$ cat src/hw/charge_cycle_pkg.sv
// shared constants and carrier types for the charge cycle controller
package charge_cycle_pkg;
  // default charge parameters, in mV / mA / hours
  localparam logic [12:0] default_charge_voltage_mv  = 13'd4208;
  localparam logic [12:0] default_fast_current_ma    = 13'd2048;
  localparam logic [12:0] default_precharge_ma       = 13'd128;
  localparam logic [12:0] default_termination_ma     = 13'd256;
  localparam logic        default_temp_profile_en    = 1'b1;
  localparam logic [4:0]  default_safety_timer_hours = 5'd12;
  localparam logic [12:0] warm_voltage_drop_mv       = 13'd200;
  localparam logic [6:0]  cool_low_percent           = 7'd20;
  localparam logic [6:0]  cool_high_percent          = 7'd50;
  localparam logic [6:0]  full_percent               = 7'd100;

  // charge phase status, fault and boost threshold codes
  localparam logic [1:0] phase_disabled = 2'b00;
  localparam logic [1:0] phase_precharge = 2'b01;
  localparam logic [1:0] phase_fast      = 2'b10;
  localparam logic [1:0] phase_done      = 2'b11;
  localparam logic [1:0] fault_timer     = 2'b11;
  localparam logic [1:0] fault_none      = 2'b00;
  localparam logic [1:0] boost_check_off = 2'b11;

  // timing
  localparam int clk_mhz          = 250;
  localparam int event_pulse_us   = 256;
  localparam int event_pulse_cycles = event_pulse_us * clk_mhz;
  localparam int blink_hz         = 1;
  localparam int blink_half_cycles = (clk_mhz * 1000000) / (2 * blink_hz);

  // comparator flags from the analog side, all active high
  typedef struct packed {
    logic bat_below_2v;
    logic bat_below_3v;
    logic bat_above_recharge;
    logic current_below_term;
    logic ts_in_charge_window;
    logic ts_cool_zone;
    logic ts_warm_zone;
    logic ts_in_boost_window;
    logic power_limiting;
    logic thermal_regulation;
  } analog_flags_type;

  typedef enum logic [2:0] {
    st_idle      = 3'b000,
    st_precharge = 3'b001,
    st_fast      = 3'b010,
    st_suspend   = 3'b011,
    st_done      = 3'b100
  } charge_state_type;
endpackage

$ cat src/hw/battery_charge_cycle_controller.sv
// charge cycle sequencing, thermistor qualification, status and event pulses
`timescale 1ns/10ps
// What this block does
// - with bit set and pin low, run a full charge cycle autonomously.
// - start only with converter up, enabled, nonzero current, no faults, switch allowed.
// - reset defaults 4.208 V, 2.048 A, 128 mA, 256 mA, profile on, 12 h.
// - terminate when current low, voltage above recharge, no limiting or thermal regulation.
// - after done, restart when battery drops below the selected recharge threshold.
// - a toggle of enable pin or bit after done restarts the cycle.
// - status pin low charging, high done or disabled, blinking on fault; disable bit.
// - phase status 00 disabled, 01 precharge, 10 fast, 11 done.
// - on termination set phase done and pulse the host event.
// - pick short, precharge or fast current from battery voltage at start.
// - under limiting or thermal regulation hold termination, timer at half rate.
// - after termination switch battery off, converter runs, supplement may reconnect it.
// - termination enable bit low prevents termination.
// - voltage target raised by current times resistance, limited by clamp.
// - start only with thermistor in window; suspend outside, resume when back.
// - warm zone with warm select low lowers target by 200 mV.
// - cool zone reduces fast current to 20% or 50% by select bit.
// - boost suspended outside boost window; boost hot threshold 11 disables check.
// - safety timer expiry sets fault code 11 and pulses the host.
// - each host event is one 256 us pulse.
module battery_charge_cycle_controller
  import charge_cycle_pkg::*;
#(
  parameter int pulse_cycles = event_pulse_cycles,
  parameter int blink_cycles = blink_half_cycles
)(
  input  wire logic             clk,
  input  wire logic             rst_b,
  input  wire logic             converter_running,
  input  wire logic             charge_enable_bit,
  input  wire logic             charge_enable_pin_b,
  input  wire logic [12:0]      fast_charge_current_setting,
  input  wire logic [12:0]      charge_voltage_setting,
  input  wire logic [12:0]      precharge_current,
  input  wire logic [12:0]      termination_current,
  input  wire logic [12:0]      short_battery_current,
  input  wire logic             battery_switch_off_request,
  input  wire logic             recharge_offset_select,
  input  wire logic             termination_enable,
  input  wire logic             status_pin_disable,
  input  wire logic             warm_voltage_select,
  input  wire logic             cool_current_select,
  input  wire logic [1:0]       boost_hot_threshold,
  input  wire logic [1:0]       boost_cold_threshold,
  input  wire logic             boost_request,
  input  wire logic             safety_timer_expired,
  input  wire logic [12:0]      actual_charge_current,
  input  wire logic [7:0]       resistance_comp_setting,
  input  wire logic [12:0]      comp_voltage_clamp,
  input  wire analog_flags_type analog_flags_raw,
  output charge_state_type      charge_state,
  output logic [1:0]            charge_phase_status,
  output logic [1:0]            charge_fault_code,
  output logic [12:0]           charge_current_target,
  output logic [12:0]           charge_voltage_target,
  output logic                  battery_switch,
  output logic                  boost_active,
  output logic                  timer_half_rate,
  output logic                  status_pin_out,
  output logic                  status_pin_oe,
  output logic                  host_event_pulse,
  output logic [12:0]           reset_charge_voltage,
  output logic [12:0]           reset_fast_current,
  output logic [12:0]           reset_precharge_current,
  output logic [12:0]           reset_termination_current,
  output logic                  reset_temp_profile_en,
  output logic [4:0]            reset_safety_timer_hours
);
  // ****************************************
  // flag synchronisation
  // ****************************************
  localparam int flag_count = $bits(analog_flags_type);
  wire analog_flags_type flags;
  genvar gi;
  generate
    for (gi = 0; gi < flag_count; gi++) begin : g_sync
      flag_sync u_sync (
        .clk      (clk),
        .rst_b    (rst_b),
        .async_in (analog_flags_raw[gi]),
        .sync_out (flags[gi])
      );
    end
  endgenerate

  // ****************************************
  // defaults and qualification
  // ****************************************
  assign reset_charge_voltage      = default_charge_voltage_mv;
  assign reset_fast_current        = default_fast_current_ma;
  assign reset_precharge_current   = default_precharge_ma;
  assign reset_termination_current = default_termination_ma;
  assign reset_temp_profile_en     = default_temp_profile_en;
  assign reset_safety_timer_hours  = default_safety_timer_hours;
  logic enabled;
  logic start_ok;
  logic regulating;
  logic terminate;
  logic enable_prev;
  logic enable_rise;
  logic fault_pending;
  assign enabled    = charge_enable_bit && !charge_enable_pin_b;
  assign start_ok   = converter_running && enabled && (fast_charge_current_setting != 13'h0000) &&
                      flags.ts_in_charge_window && !fault_pending && !battery_switch_off_request;
  assign regulating = flags.power_limiting || flags.thermal_regulation;
  assign terminate  = termination_enable && flags.current_below_term &&
                      flags.bat_above_recharge && !regulating;
  // recharge comparator threshold is trimmed by the offset select in the analog front end
  // either the pin or the bit going from off to on counts as a restart
  always_ff @(posedge clk or negedge rst_b) begin
    if (!rst_b) begin
      enable_prev <= 1'b0;
    end else begin
      enable_prev <= enabled;
    end
  end
  assign enable_rise = enabled && !enable_prev;

  // ****************************************
  // charge state machine
  // ****************************************
  charge_state_type next_charge_state;
  logic             next_is_fast;
  assign next_is_fast = !flags.bat_below_3v;
  always_comb begin
    next_charge_state = charge_state;
    case (charge_state)
      st_idle: begin
        if (start_ok) begin
          next_charge_state = next_is_fast ? st_fast : st_precharge;
        end
      end
      st_precharge, st_fast: begin
        if (!enabled || fault_pending || !converter_running) begin
          next_charge_state = st_idle;
        end else if (!flags.ts_in_charge_window) begin
          next_charge_state = st_suspend;
        end else if (terminate) begin
          next_charge_state = st_done;
        end else if (charge_state == st_precharge && next_is_fast) begin
          next_charge_state = st_fast;
        end
      end
      st_suspend: begin
        if (!enabled || fault_pending) begin
          next_charge_state = st_idle;
        end else if (flags.ts_in_charge_window) begin
          next_charge_state = next_is_fast ? st_fast : st_precharge;
        end
      end
      st_done: begin
        if (!enabled) begin
          next_charge_state = st_idle;
        end else if (!flags.bat_above_recharge && start_ok) begin
          next_charge_state = next_is_fast ? st_fast : st_precharge;
        end
      end
      default: next_charge_state = st_idle;
    endcase
  end
  always_ff @(posedge clk or negedge rst_b) begin
    if (!rst_b) begin
      charge_state <= st_idle;
    end else begin
      charge_state <= next_charge_state;
    end
  end
  logic charging;
  assign charging = (charge_state == st_precharge) || (charge_state == st_fast);

  always_comb begin
    case (charge_state)
      st_precharge: charge_phase_status = phase_precharge;
      st_fast:      charge_phase_status = phase_fast;
      st_done:      charge_phase_status = phase_done;
      st_suspend:   charge_phase_status = next_is_fast ? phase_fast : phase_precharge;
      default:      charge_phase_status = phase_disabled;
    endcase
  end

  // battery switch opens after termination; supplement may close it again
  assign battery_switch  = !battery_switch_off_request && (charge_state != st_done || !converter_running ||
                           !flags.bat_above_recharge);
  assign timer_half_rate = charging && regulating;

  // ****************************************
  // current and voltage targets
  // ****************************************
  function automatic logic [12:0] percent_of(input logic [12:0] value, input logic [6:0] pct);
    logic [19:0] product;
    product    = value * pct;
    percent_of = 13'(product / 20'd100);
  endfunction

  logic [12:0] next_current_target;
  logic [12:0] next_voltage_target;
  logic [20:0] comp_product;
  logic [12:0] comp_add;
  logic [13:0] comp_sum;

  always_comb begin
    next_current_target = 13'h0000;
    if (charging) begin
      if (flags.bat_below_2v) begin
        next_current_target = short_battery_current;
      end else if (flags.bat_below_3v) begin
        next_current_target = precharge_current;
      end else if (flags.ts_cool_zone) begin
        next_current_target = percent_of(fast_charge_current_setting,
                                         cool_current_select ? cool_high_percent : cool_low_percent);
      end else begin
        next_current_target = percent_of(fast_charge_current_setting, full_percent);
      end
    end
  end

  always_comb begin
    comp_product = actual_charge_current * resistance_comp_setting;
    comp_add     = (comp_product[20:13] != 8'h00 || comp_product[12:0] > comp_voltage_clamp) ?
                   comp_voltage_clamp : comp_product[12:0];
    comp_sum     = {1'b0, charge_voltage_setting} + {1'b0, comp_add};
    if (flags.ts_warm_zone && !warm_voltage_select) begin
      comp_sum = comp_sum - {1'b0, warm_voltage_drop_mv};
    end
    next_voltage_target = comp_sum[13] ? 13'h1fff : comp_sum[12:0];
  end

  always_ff @(posedge clk or negedge rst_b) begin
    if (!rst_b) begin
      charge_current_target <= 13'h0000;
      charge_voltage_target <= default_charge_voltage_mv;
    end else begin
      charge_current_target <= next_current_target;
      charge_voltage_target <= next_voltage_target;
    end
  end

  // ****************************************
  // boost thermal window
  // ****************************************
  // boost window thresholds are applied by the analog comparator feeding the window flag
  always_ff @(posedge clk or negedge rst_b) begin
    if (!rst_b) begin
      boost_active <= 1'b0;
    end else begin
      boost_active <= boost_request &&
                      (boost_hot_threshold == boost_check_off || flags.ts_in_boost_window);
    end
  end

  // ****************************************
  // faults, events and status pin
  // ****************************************
  logic timer_prev;
  logic timer_rise;
  logic term_event;
  logic [$clog2(pulse_cycles+1)-1:0] pulse_count;
  logic [$clog2(blink_cycles+1)-1:0] blink_count;
  logic blink_level;

  assign timer_rise = safety_timer_expired && !timer_prev;
  assign term_event = charging && next_charge_state == st_done;
  assign fault_pending = charge_fault_code != fault_none;

  always_ff @(posedge clk or negedge rst_b) begin
    if (!rst_b) begin
      timer_prev        <= 1'b0;
      charge_fault_code <= fault_none;
    end else begin
      timer_prev <= safety_timer_expired;
      if (timer_rise) begin
        charge_fault_code <= fault_timer;
      end else if (enable_rise) begin
        charge_fault_code <= fault_none;
      end
    end
  end

  // one fixed-length pulse per event; events during a pulse merge into it
  always_ff @(posedge clk or negedge rst_b) begin
    if (!rst_b) begin
      pulse_count <= '0;
    end else if ((term_event || timer_rise) && pulse_count == '0) begin
      pulse_count <= ($bits(pulse_count))'(pulse_cycles);
    end else if (pulse_count != '0) begin
      pulse_count <= pulse_count - 1'b1;
    end
  end
  assign host_event_pulse = pulse_count != '0;

  always_ff @(posedge clk or negedge rst_b) begin
    if (!rst_b) begin
      blink_count <= '0;
      blink_level <= 1'b0;
    end else if (blink_count == '0) begin
      blink_count <= ($bits(blink_count))'(blink_cycles - 1);
      blink_level <= !blink_level;
    end else begin
      blink_count <= blink_count - 1'b1;
    end
  end

  logic status_fault;
  assign status_fault = fault_pending || charge_state == st_suspend ||
                        (boost_request && !boost_active);
  // open drain: enable high pulls the pin low
  assign status_pin_out = 1'b0;
  assign status_pin_oe  = !status_pin_disable &&
                          (status_fault ? blink_level : charging);
endmodule

$ cat src/hw/flag_sync.sv
// three-stage synchroniser with agreement filter for one flag
`timescale 1ns/10ps
module flag_sync
  import charge_cycle_pkg::*;
(
  input  wire logic clk,
  input  wire logic rst_b,
  input  wire logic async_in,
  output logic      sync_out
);
  logic stage1;
  logic stage2;
  logic stage3;

  always_ff @(posedge clk or negedge rst_b) begin
    if (!rst_b) begin
      stage1 <= 1'b0;
      stage2 <= 1'b0;
      stage3 <= 1'b0;
    end else begin
      stage1 <= async_in;
      stage2 <= stage1;
      stage3 <= stage2;
    end
  end

  // a change is accepted once the second and third stage agree
  always_ff @(posedge clk or negedge rst_b) begin
    if (!rst_b) begin
      sync_out <= 1'b0;
    end else if (stage2 == stage3) begin
      sync_out <= stage3;
    end
  end
endmodule

$ cat config.mk
export PLATFORM = sky130hd
export DESIGN_NAME = battery_charge_cycle_controller
export DESIGN_NICKNAME = d
export VERILOG_FILES = /design/src/hw/charge_cycle_pkg.sv /design/src/hw/battery_charge_cycle_controller.sv /design/src/hw/flag_sync.sv
export SDC_FILE = /design/constraint.sdc
export NUM_CORES = 1
export LEC_CHECK = 0
export ABC_AREA = 0
export BUFFER_PORTS_ARGS = -buffer_cell sky130_fd_sc_hd__buf_2
export CORE_MARGIN = 2
export CORE_UTILIZATION = 65
export DETAILED_ROUTE_END_ITERATION = 8
export PLACE_DENSITY_LB_ADDON = 0.15
export SLEW_MARGIN = 20
export SYNTH_ARGS = -nofsm -noshare
export SYNTH_HDL_FRONTEND = slang
export SYNTH_SLANG_ARGS = --single-unit
$ cat constraint.sdc
create_clock -name clk -period 26.5 [get_ports clk]
set_input_delay 3.975 -clock clk [delete_from_list [all_inputs] [get_ports clk]]
set_output_delay 3.975 -clock clk [all_outputs]
set_load 0.03 [all_outputs]
# Word-level counts from Yosys, hierarchy flattened
# Index checks and enable logic that the tools add are counted.
# Widths: inputs -> output; s select.
[word_totals] out_inout_bits=97 word_cells=160 reg_bits=118 in_bits=126
[op_classes] multipliers=3 n_eq_ne=17 mux=27 reduce_logical=56 n_lt_le_gt_ge=1 addsub=4 div=2
[ops] operator="$mux 13" count=6
[ops] operator="$div 20x7->20 const B" count=2
[ops] operator="$mux 16" count=2
[ops] operator="$logic_not 27->1" count=1
[ops] operator="$mux 27" count=1
[ops] operator="$mux 3" count=9
[ops] operator="$sub 27x1->27 const B" count=1
[ops] operator="$logic_and 1x1->1" count=21
[ops] operator="$mul 13x8->21" count=1
[ops] operator="$mul 13x6->19" count=1
[ops] operator="$mul 13x5->18 const B" count=1
[ops] operator="$logic_not 16->1" count=1
[ops] operator="$reduce_bool 16->1" count=1
[ops] operator="$sub 16x1->16 const B" count=1
[ops] operator="$add 13x13->14" count=1
[ops] operator="$logic_not 1->1" count=14
[ops] operator="$mux 14" count=1
[ops] operator="$sub 14x8->14 const B" count=1
[ops] operator="$gt 13x13->1" count=1
[ops] operator="$reduce_bool 13->1" count=1
[ops] operator="$pmux 3 s4" count=1
[ops] operator="$logic_or 1x1->1" count=11
[ops] operator="$eq 1x1->1" count=10
[ops] operator="$mux 2" count=4
[ops] operator="other kinds (12)" count=16

# Logic depth before layout (Yosys ltp)
[depth] depth_word=16 depth_mapped=52 mapped_depth_nobuf=49

# Hierarchy
# A second synthesis with hierarchy kept.
[hier_totals] hier_cells=1853 hier_area_um2=15802.7
[modules_own_cells] mod="battery_charge_cycle_controller" area_each_um2=14689.1 cells_per_inst=1803 n_inst=1 seq_area_each_um2=1931.9
[modules_own_cells] mod="flag_sync" area_each_um2=111.4 cells_per_inst=5 n_inst=10 seq_area_each_um2=100.1

# Worst setup path before layout
# Ideal clock, no wire load.
[synth_timing] path_kind="input to register" from="in cool_current_select" to="reg charge_current_target[0]" slack_ns=12.031 t_required_ns=26.434 n_path_buf=7 setup_ns=0.066 stages=46 arrival_ns=14.403 cell_sequence="clkinv_1 -> clkbuf_1 -> nor2_1 -> ha_1 -> fa_1 -> inv_1 -> fa_1 -> inv_1 -> ha_1 -> and4_1 -> or3b_4 -> a2111oi_4 -> a211o_1 -> o21ai_0 -> a32o_1 -> or2_1 -> buf_4 -> o41ai_4 -> [... 10 more ...] -> buf_4 -> a31oi_1 -> nor3_1 -> o22ai_1 -> or2_0 -> buf_6 -> nor3b_1 -> or4_4 -> a311oi_4 -> a311oi_1 -> o21ai_2 -> o211a_4 -> nor2_4 -> and2_1 -> buf_4 -> maj3_1 -> o211ai_1 -> a31o_1"
[synth_between] elab_chain_len=7
[synth_rtl] item="from (decl)" line_no="battery_charge_cycle_controller.sv:45" rtl="input wire logic cool_current_select,"
[synth_rtl] item="$mux 6" line_no="battery_charge_cycle_controller.sv:213" rtl="cool_current_select ? cool_high_percent : cool_low_percent);"
[synth_rtl] item="$mul 13x6->19" line_no="battery_charge_cycle_controller.sv:194" rtl="product = value * pct;"
[synth_rtl] item="$div 20x7->20" line_no="battery_charge_cycle_controller.sv:195" rtl="percent_of = 13'(product / 20'd100);"
[synth_rtl] item="$mux 13" line_no="battery_charge_cycle_controller.sv:211" rtl="end else if (flags.ts_cool_zone) begin"
[synth_rtl] item="$mux 13" line_no="battery_charge_cycle_controller.sv:209" rtl="end else if (flags.bat_below_3v) begin"
[synth_rtl] item="$mux 13" line_no="battery_charge_cycle_controller.sv:207" rtl="if (flags.bat_below_2v) begin"
[synth_rtl] item="$mux 13" line_no="battery_charge_cycle_controller.sv:206" rtl="if (charging) begin"
[synth_rtl] item="via next_current_target[0]" line_no="battery_charge_cycle_controller.sv:198" rtl="logic [12:0] next_current_target;"
[synth_rtl] item="to (signal assigned)" line_no="battery_charge_cycle_controller.sv:236" rtl="charge_current_target <= next_current_target;"
[synth_rtl] item="to (decl)" line_no="battery_charge_cycle_controller.sv:57" rtl="output logic [12:0] charge_current_target,"
# The timed path passes the listed nets, and every way through them passes these cells.
# A chain may end at the register's enable or synchronous reset.

# Final worst setup path
[layout_timing] from="in cool_current_select" to="reg charge_current_target[1]"
# The elaborated chain is that of the path after synthesis.

==> summary.md <==
| Metric | Value |
|---|---|
| Core Util, Final | 0.718 |
| Largest net degree at the start of global routing | 82 |
| Clk_lat worst skew | 0.41 ns |
| Synth Warn # | 0 |
| R2R Setup Slk | 14.68 ns |
| Num rows | 57 |
| Crit-path max FO | 25 |
| Clk buf depth | 2 |
| CP Capture Point | charge_current_target[1] |
| Hold Violations, Final | 0 |
| Dominant cell type by area after synthesis | dfrtp_1 |
| Yosys top cell area share | 0.177 |
| Least-Margin Pin Slew | 1.09 ns |
| Post-Syn Instances | 1,894 |
| Relative slew slack | 0.271 |
| Detailed-route wire length | 37,400 um |
| Clk sink count | 117 |
| CTS resizes | 0 |
| WL/cell | 15.8 um |
| Ys async rst share | 1.00 |
| Critical path startpoint category | input port |
| H-tree levels | 4 |
| Grt ovf | 0 |
| Sequential share of the synthesized area | 0.183 |
| Fmax | 58.2 MHz |
| Initial antenna violation count | 5 |
| Final setup viols | 0 |
| Worst Path Required | 26.74 ns |
| Clock root buffer master | clkbuf_16 |
| Mapped Area | 16,000 um2 |
| Worst path max stage delay | 0.86 ns |
| Fin nets | 2,394 |
| I/O pin count | 223 |
| Post-CTS setup buffer count | 0 |
| Via density | 5.92 |
| Area delta synth->final | 8.90% |
| Final GP Congestion | 0.902 |
| Via count of the first global-routing pass | 13.4k |
| Reg-to-reg endpoint | charge_current_target[1] |
| Library cells used by synthesis | 109 |
| Data arrival, critical path | 17.43 ns |
| Worst reg2reg startpoint | g_sync[4].u_sync.sync_out |
| DR vias | 13.9k |
| Largest cells by area after synthesis | dfrtp_1, fa_1, ha_1 |
| Starting density of the core | 0.659 |
| Outcome | completed |
| Hold-fix buffer count after cts | 0 |
| Hpwl dp | 29,400 um |
| Drt initial violations | 904 |
| Die area | 25,900 um2 |
| DRC | 0 |
| RSZ-0062 raised after global routing | false |
| Worst Hold Class | reg -> reg |
| Critical path origin | cool_current_select |
| Worst Clk Skew | 0.00849 ns |
| Crit share post-route | 0.649 |
| Ratio of cells with drive above 1 in the final layout | 0.125 |
| Die height | 161 um |
| Pre-Repair DR Iteration Count | 6 |
| Die width | 161 um |
| Fin Setup TNS | 0 ns |
| Prevailing post-synth register cell | dfrtp_1 |
| Cts bufs inserted | 17 |
| Crit path time final | 17.19 ns |
| Max Cap Viol | 0 |
| Antenna-violating nets left | 0 |
| R2R depth | 32 |
| Pins Over Slew Limit | 0 |
| Core Region | 24,200 um2 |
| Global-route wire length before repair | 62,600 um |
| Syn_area_per_cell | 8.44 um2 |
| CTS clk-pin slew, worst paths | 0.06 ns |
| Overall Global Routing Usage | 0.289 |
| Port buffer count | 147 |
| CTS tree | yes |
| Slowest CP cell | nor4_2 |
| Yosys reg bits | 117 |
| Crit path capture type | flip-flop |
| Post-synth EDFFs | 0 |
| Crit path kind | in -> reg |
==> flip-flops by register name, summed over array words and instances, names as in the netlist <==
name	flops
charge_current_target	13
blink_level	1
g_sync.u_sync.stage3	10
enable_prev	1
g_sync.u_sync.sync_out	10
boost_active	1
pulse_count	16
charge_fault_code	1
g_sync.u_sync.stage1	10
charge_voltage_target	13
timer_prev	1
g_sync.u_sync.stage2	10
charge_state	3
blink_count	27
==> per-stage QoR <==
stage | area (um2) | hold slack, ns | instances | setup WS (ns)
2_1_floorplan | 16300 | 0.331 | 1963 | 12.03
3_3_place_gp | 16700 | 0.333 | 2323 | 9.14
3_5_place_dp | 16700 | 0.337 | 2323 | 8.97
4_1_cts | 17400 | 0.349 | 2355 | 9.37
5_1_grt | 17400 | 0.352 | 2356 | 8.11
6_report | 17400 | 0.352 | 2358 | 9.31
==> layer usage <==
metal,GRT usage,vias up,share of wire
li1,-,6745,-
met1,0.376,6631,0.42
met2,0.503,492,0.49
met3,0.0480,74,0.060
met4,0.0739,6,0.019
met5,0,-,0.0011
==> Yosys cell counts (all sizes together), types with 6 or more instances <==
cell,number
o31ai,14
nor3b,7
nand3,32
o21ai,88
a21oi,118
and3,14
and2,91
nor4,15
a21o,36
dfrtp,113
a311oi,7
a211oi,27
mux2,6
inv,194
clkbuf,41
o221ai,8
a211o,10
xnor2,62
buf,76
nand2b,21
a31oi,14
or3,19
nand3b,6
o21bai,16
or2,18
ha,153
xor2,31
maj3,12
nor2b,15
mux2i,20
o211ai,24
a21boi,6
nor3,55
nor2,140
fa,96
o21a,28
nand4,9
a2111oi,6
nand2,148
==> worst min-delay path by stage <==
stage	startpoint	to	slack, ns	cells past startpoint
after floorplan	g_sync[0].u_sync.stage1	g_sync[0].u_sync.stage2	0.33	0
after global placement	g_sync[3].u_sync.stage1	g_sync[3].u_sync.stage2	0.33	0
after detailed placement	g_sync[7].u_sync.stage1	g_sync[7].u_sync.stage2	0.34	0
final	g_sync[6].u_sync.stage1	g_sync[6].u_sync.stage2	0.35	0
after global routing	g_sync[6].u_sync.stage1	g_sync[6].u_sync.stage2	0.35	0
after CTS	g_sync[6].u_sync.stage1	g_sync[6].u_sync.stage2	0.35	0
==> layout by cell type (no fill, tap or decap), types with 7 or more instances in the layout <==
| cell | Yosys | routed |
|---|---|---|
| nor3_1 | 53 | 52 |
| o221ai_1 | 7 | 7 |
| inv_1 | 194 | 194 |
| o211ai_1 | 22 | 22 |
| a21oi_1 | 113 | 113 |
| or3_1 | 19 | 19 |
| and2_1 | 91 | 91 |
| o21ai_1 | 11 | 10 |
| mux2i_1 | 20 | 20 |
| buf_4 | 63 | 7 |
| nand3_1 | 32 | 32 |
| a31oi_1 | 12 | 12 |
| o31ai_1 | 14 | 14 |
| a211oi_1 | 22 | 22 |
| conb_1 | 2 | 71 |
| nand2b_1 | 21 | 21 |
| nand4_1 | 8 | 8 |
| a211o_1 | 10 | 10 |
| a21o_1 | 36 | 36 |
| fa_1 | 96 | 96 |
| nor2_1 | 137 | 137 |
| buf_2 | 7 | 146 |
| or2_2 | 9 | 9 |
| xor2_1 | 30 | 30 |
| o21ai_0 | 73 | 73 |
| dfrtp_1 | 113 | 113 |
| maj3_1 | 11 | 11 |
| ha_1 | 153 | 153 |
| nor2b_1 | 15 | 15 |
| clkbuf_16 | 0 | 17 |
| o21a_1 | 28 | 28 |
| nand2_1 | 148 | 148 |
| o21bai_1 | 16 | 16 |
| nor4_1 | 13 | 13 |
| xnor2_1 | 61 | 61 |
| and3_1 | 14 | 14 |
==> cells by family (layout without fill, tap and decap cells) <==
| kind of cell | count (synthesis) | in the layout | share of synthesized area |
|---|---|---|---|
| adders and majority gates | 261 | 261 | 0.247 |
| buffers and inverters | 313 | 382 | 0.0907 |
| and+or+nand+nor | 607 | 607 | 0.195 |
| AOI/OAI and AO/OA | 475 | 475 | 0.214 |
| xor gates and xnor gates | 93 | 93 | 0.0519 |
| other | 2 | 73 | 0.000470 |
| DFF | 117 | 117 | 0.183 |
| muxes | 26 | 26 | 0.0167 |
==> final cells by class <==
cell class,instances,area [um2]
diodes,2,5.00
clock buffers,23,468
clock inverters,9,176
fillers,1915,6830
inverters,196,736
multi-input cells,1533,11900
flip-flops and latches,117,2930
well taps,324,405
repair buffers,154,811
==> worst max-delay path, delay by kind of cell <==
| kind | cells | cell delay, ns |
|---|---|---|
| fa+ha+maj | 5 | 2.12 |
| buf+inv | 4 | 0.69 |
| compound gates | 16 | 5.84 |
| simple gates | 15 | 4.65 |
| mux | 1 | 0.15 |
Power is not shown: default switching activity piles up to over one toggle a cycle in this logic, so the estimate is an artifact.
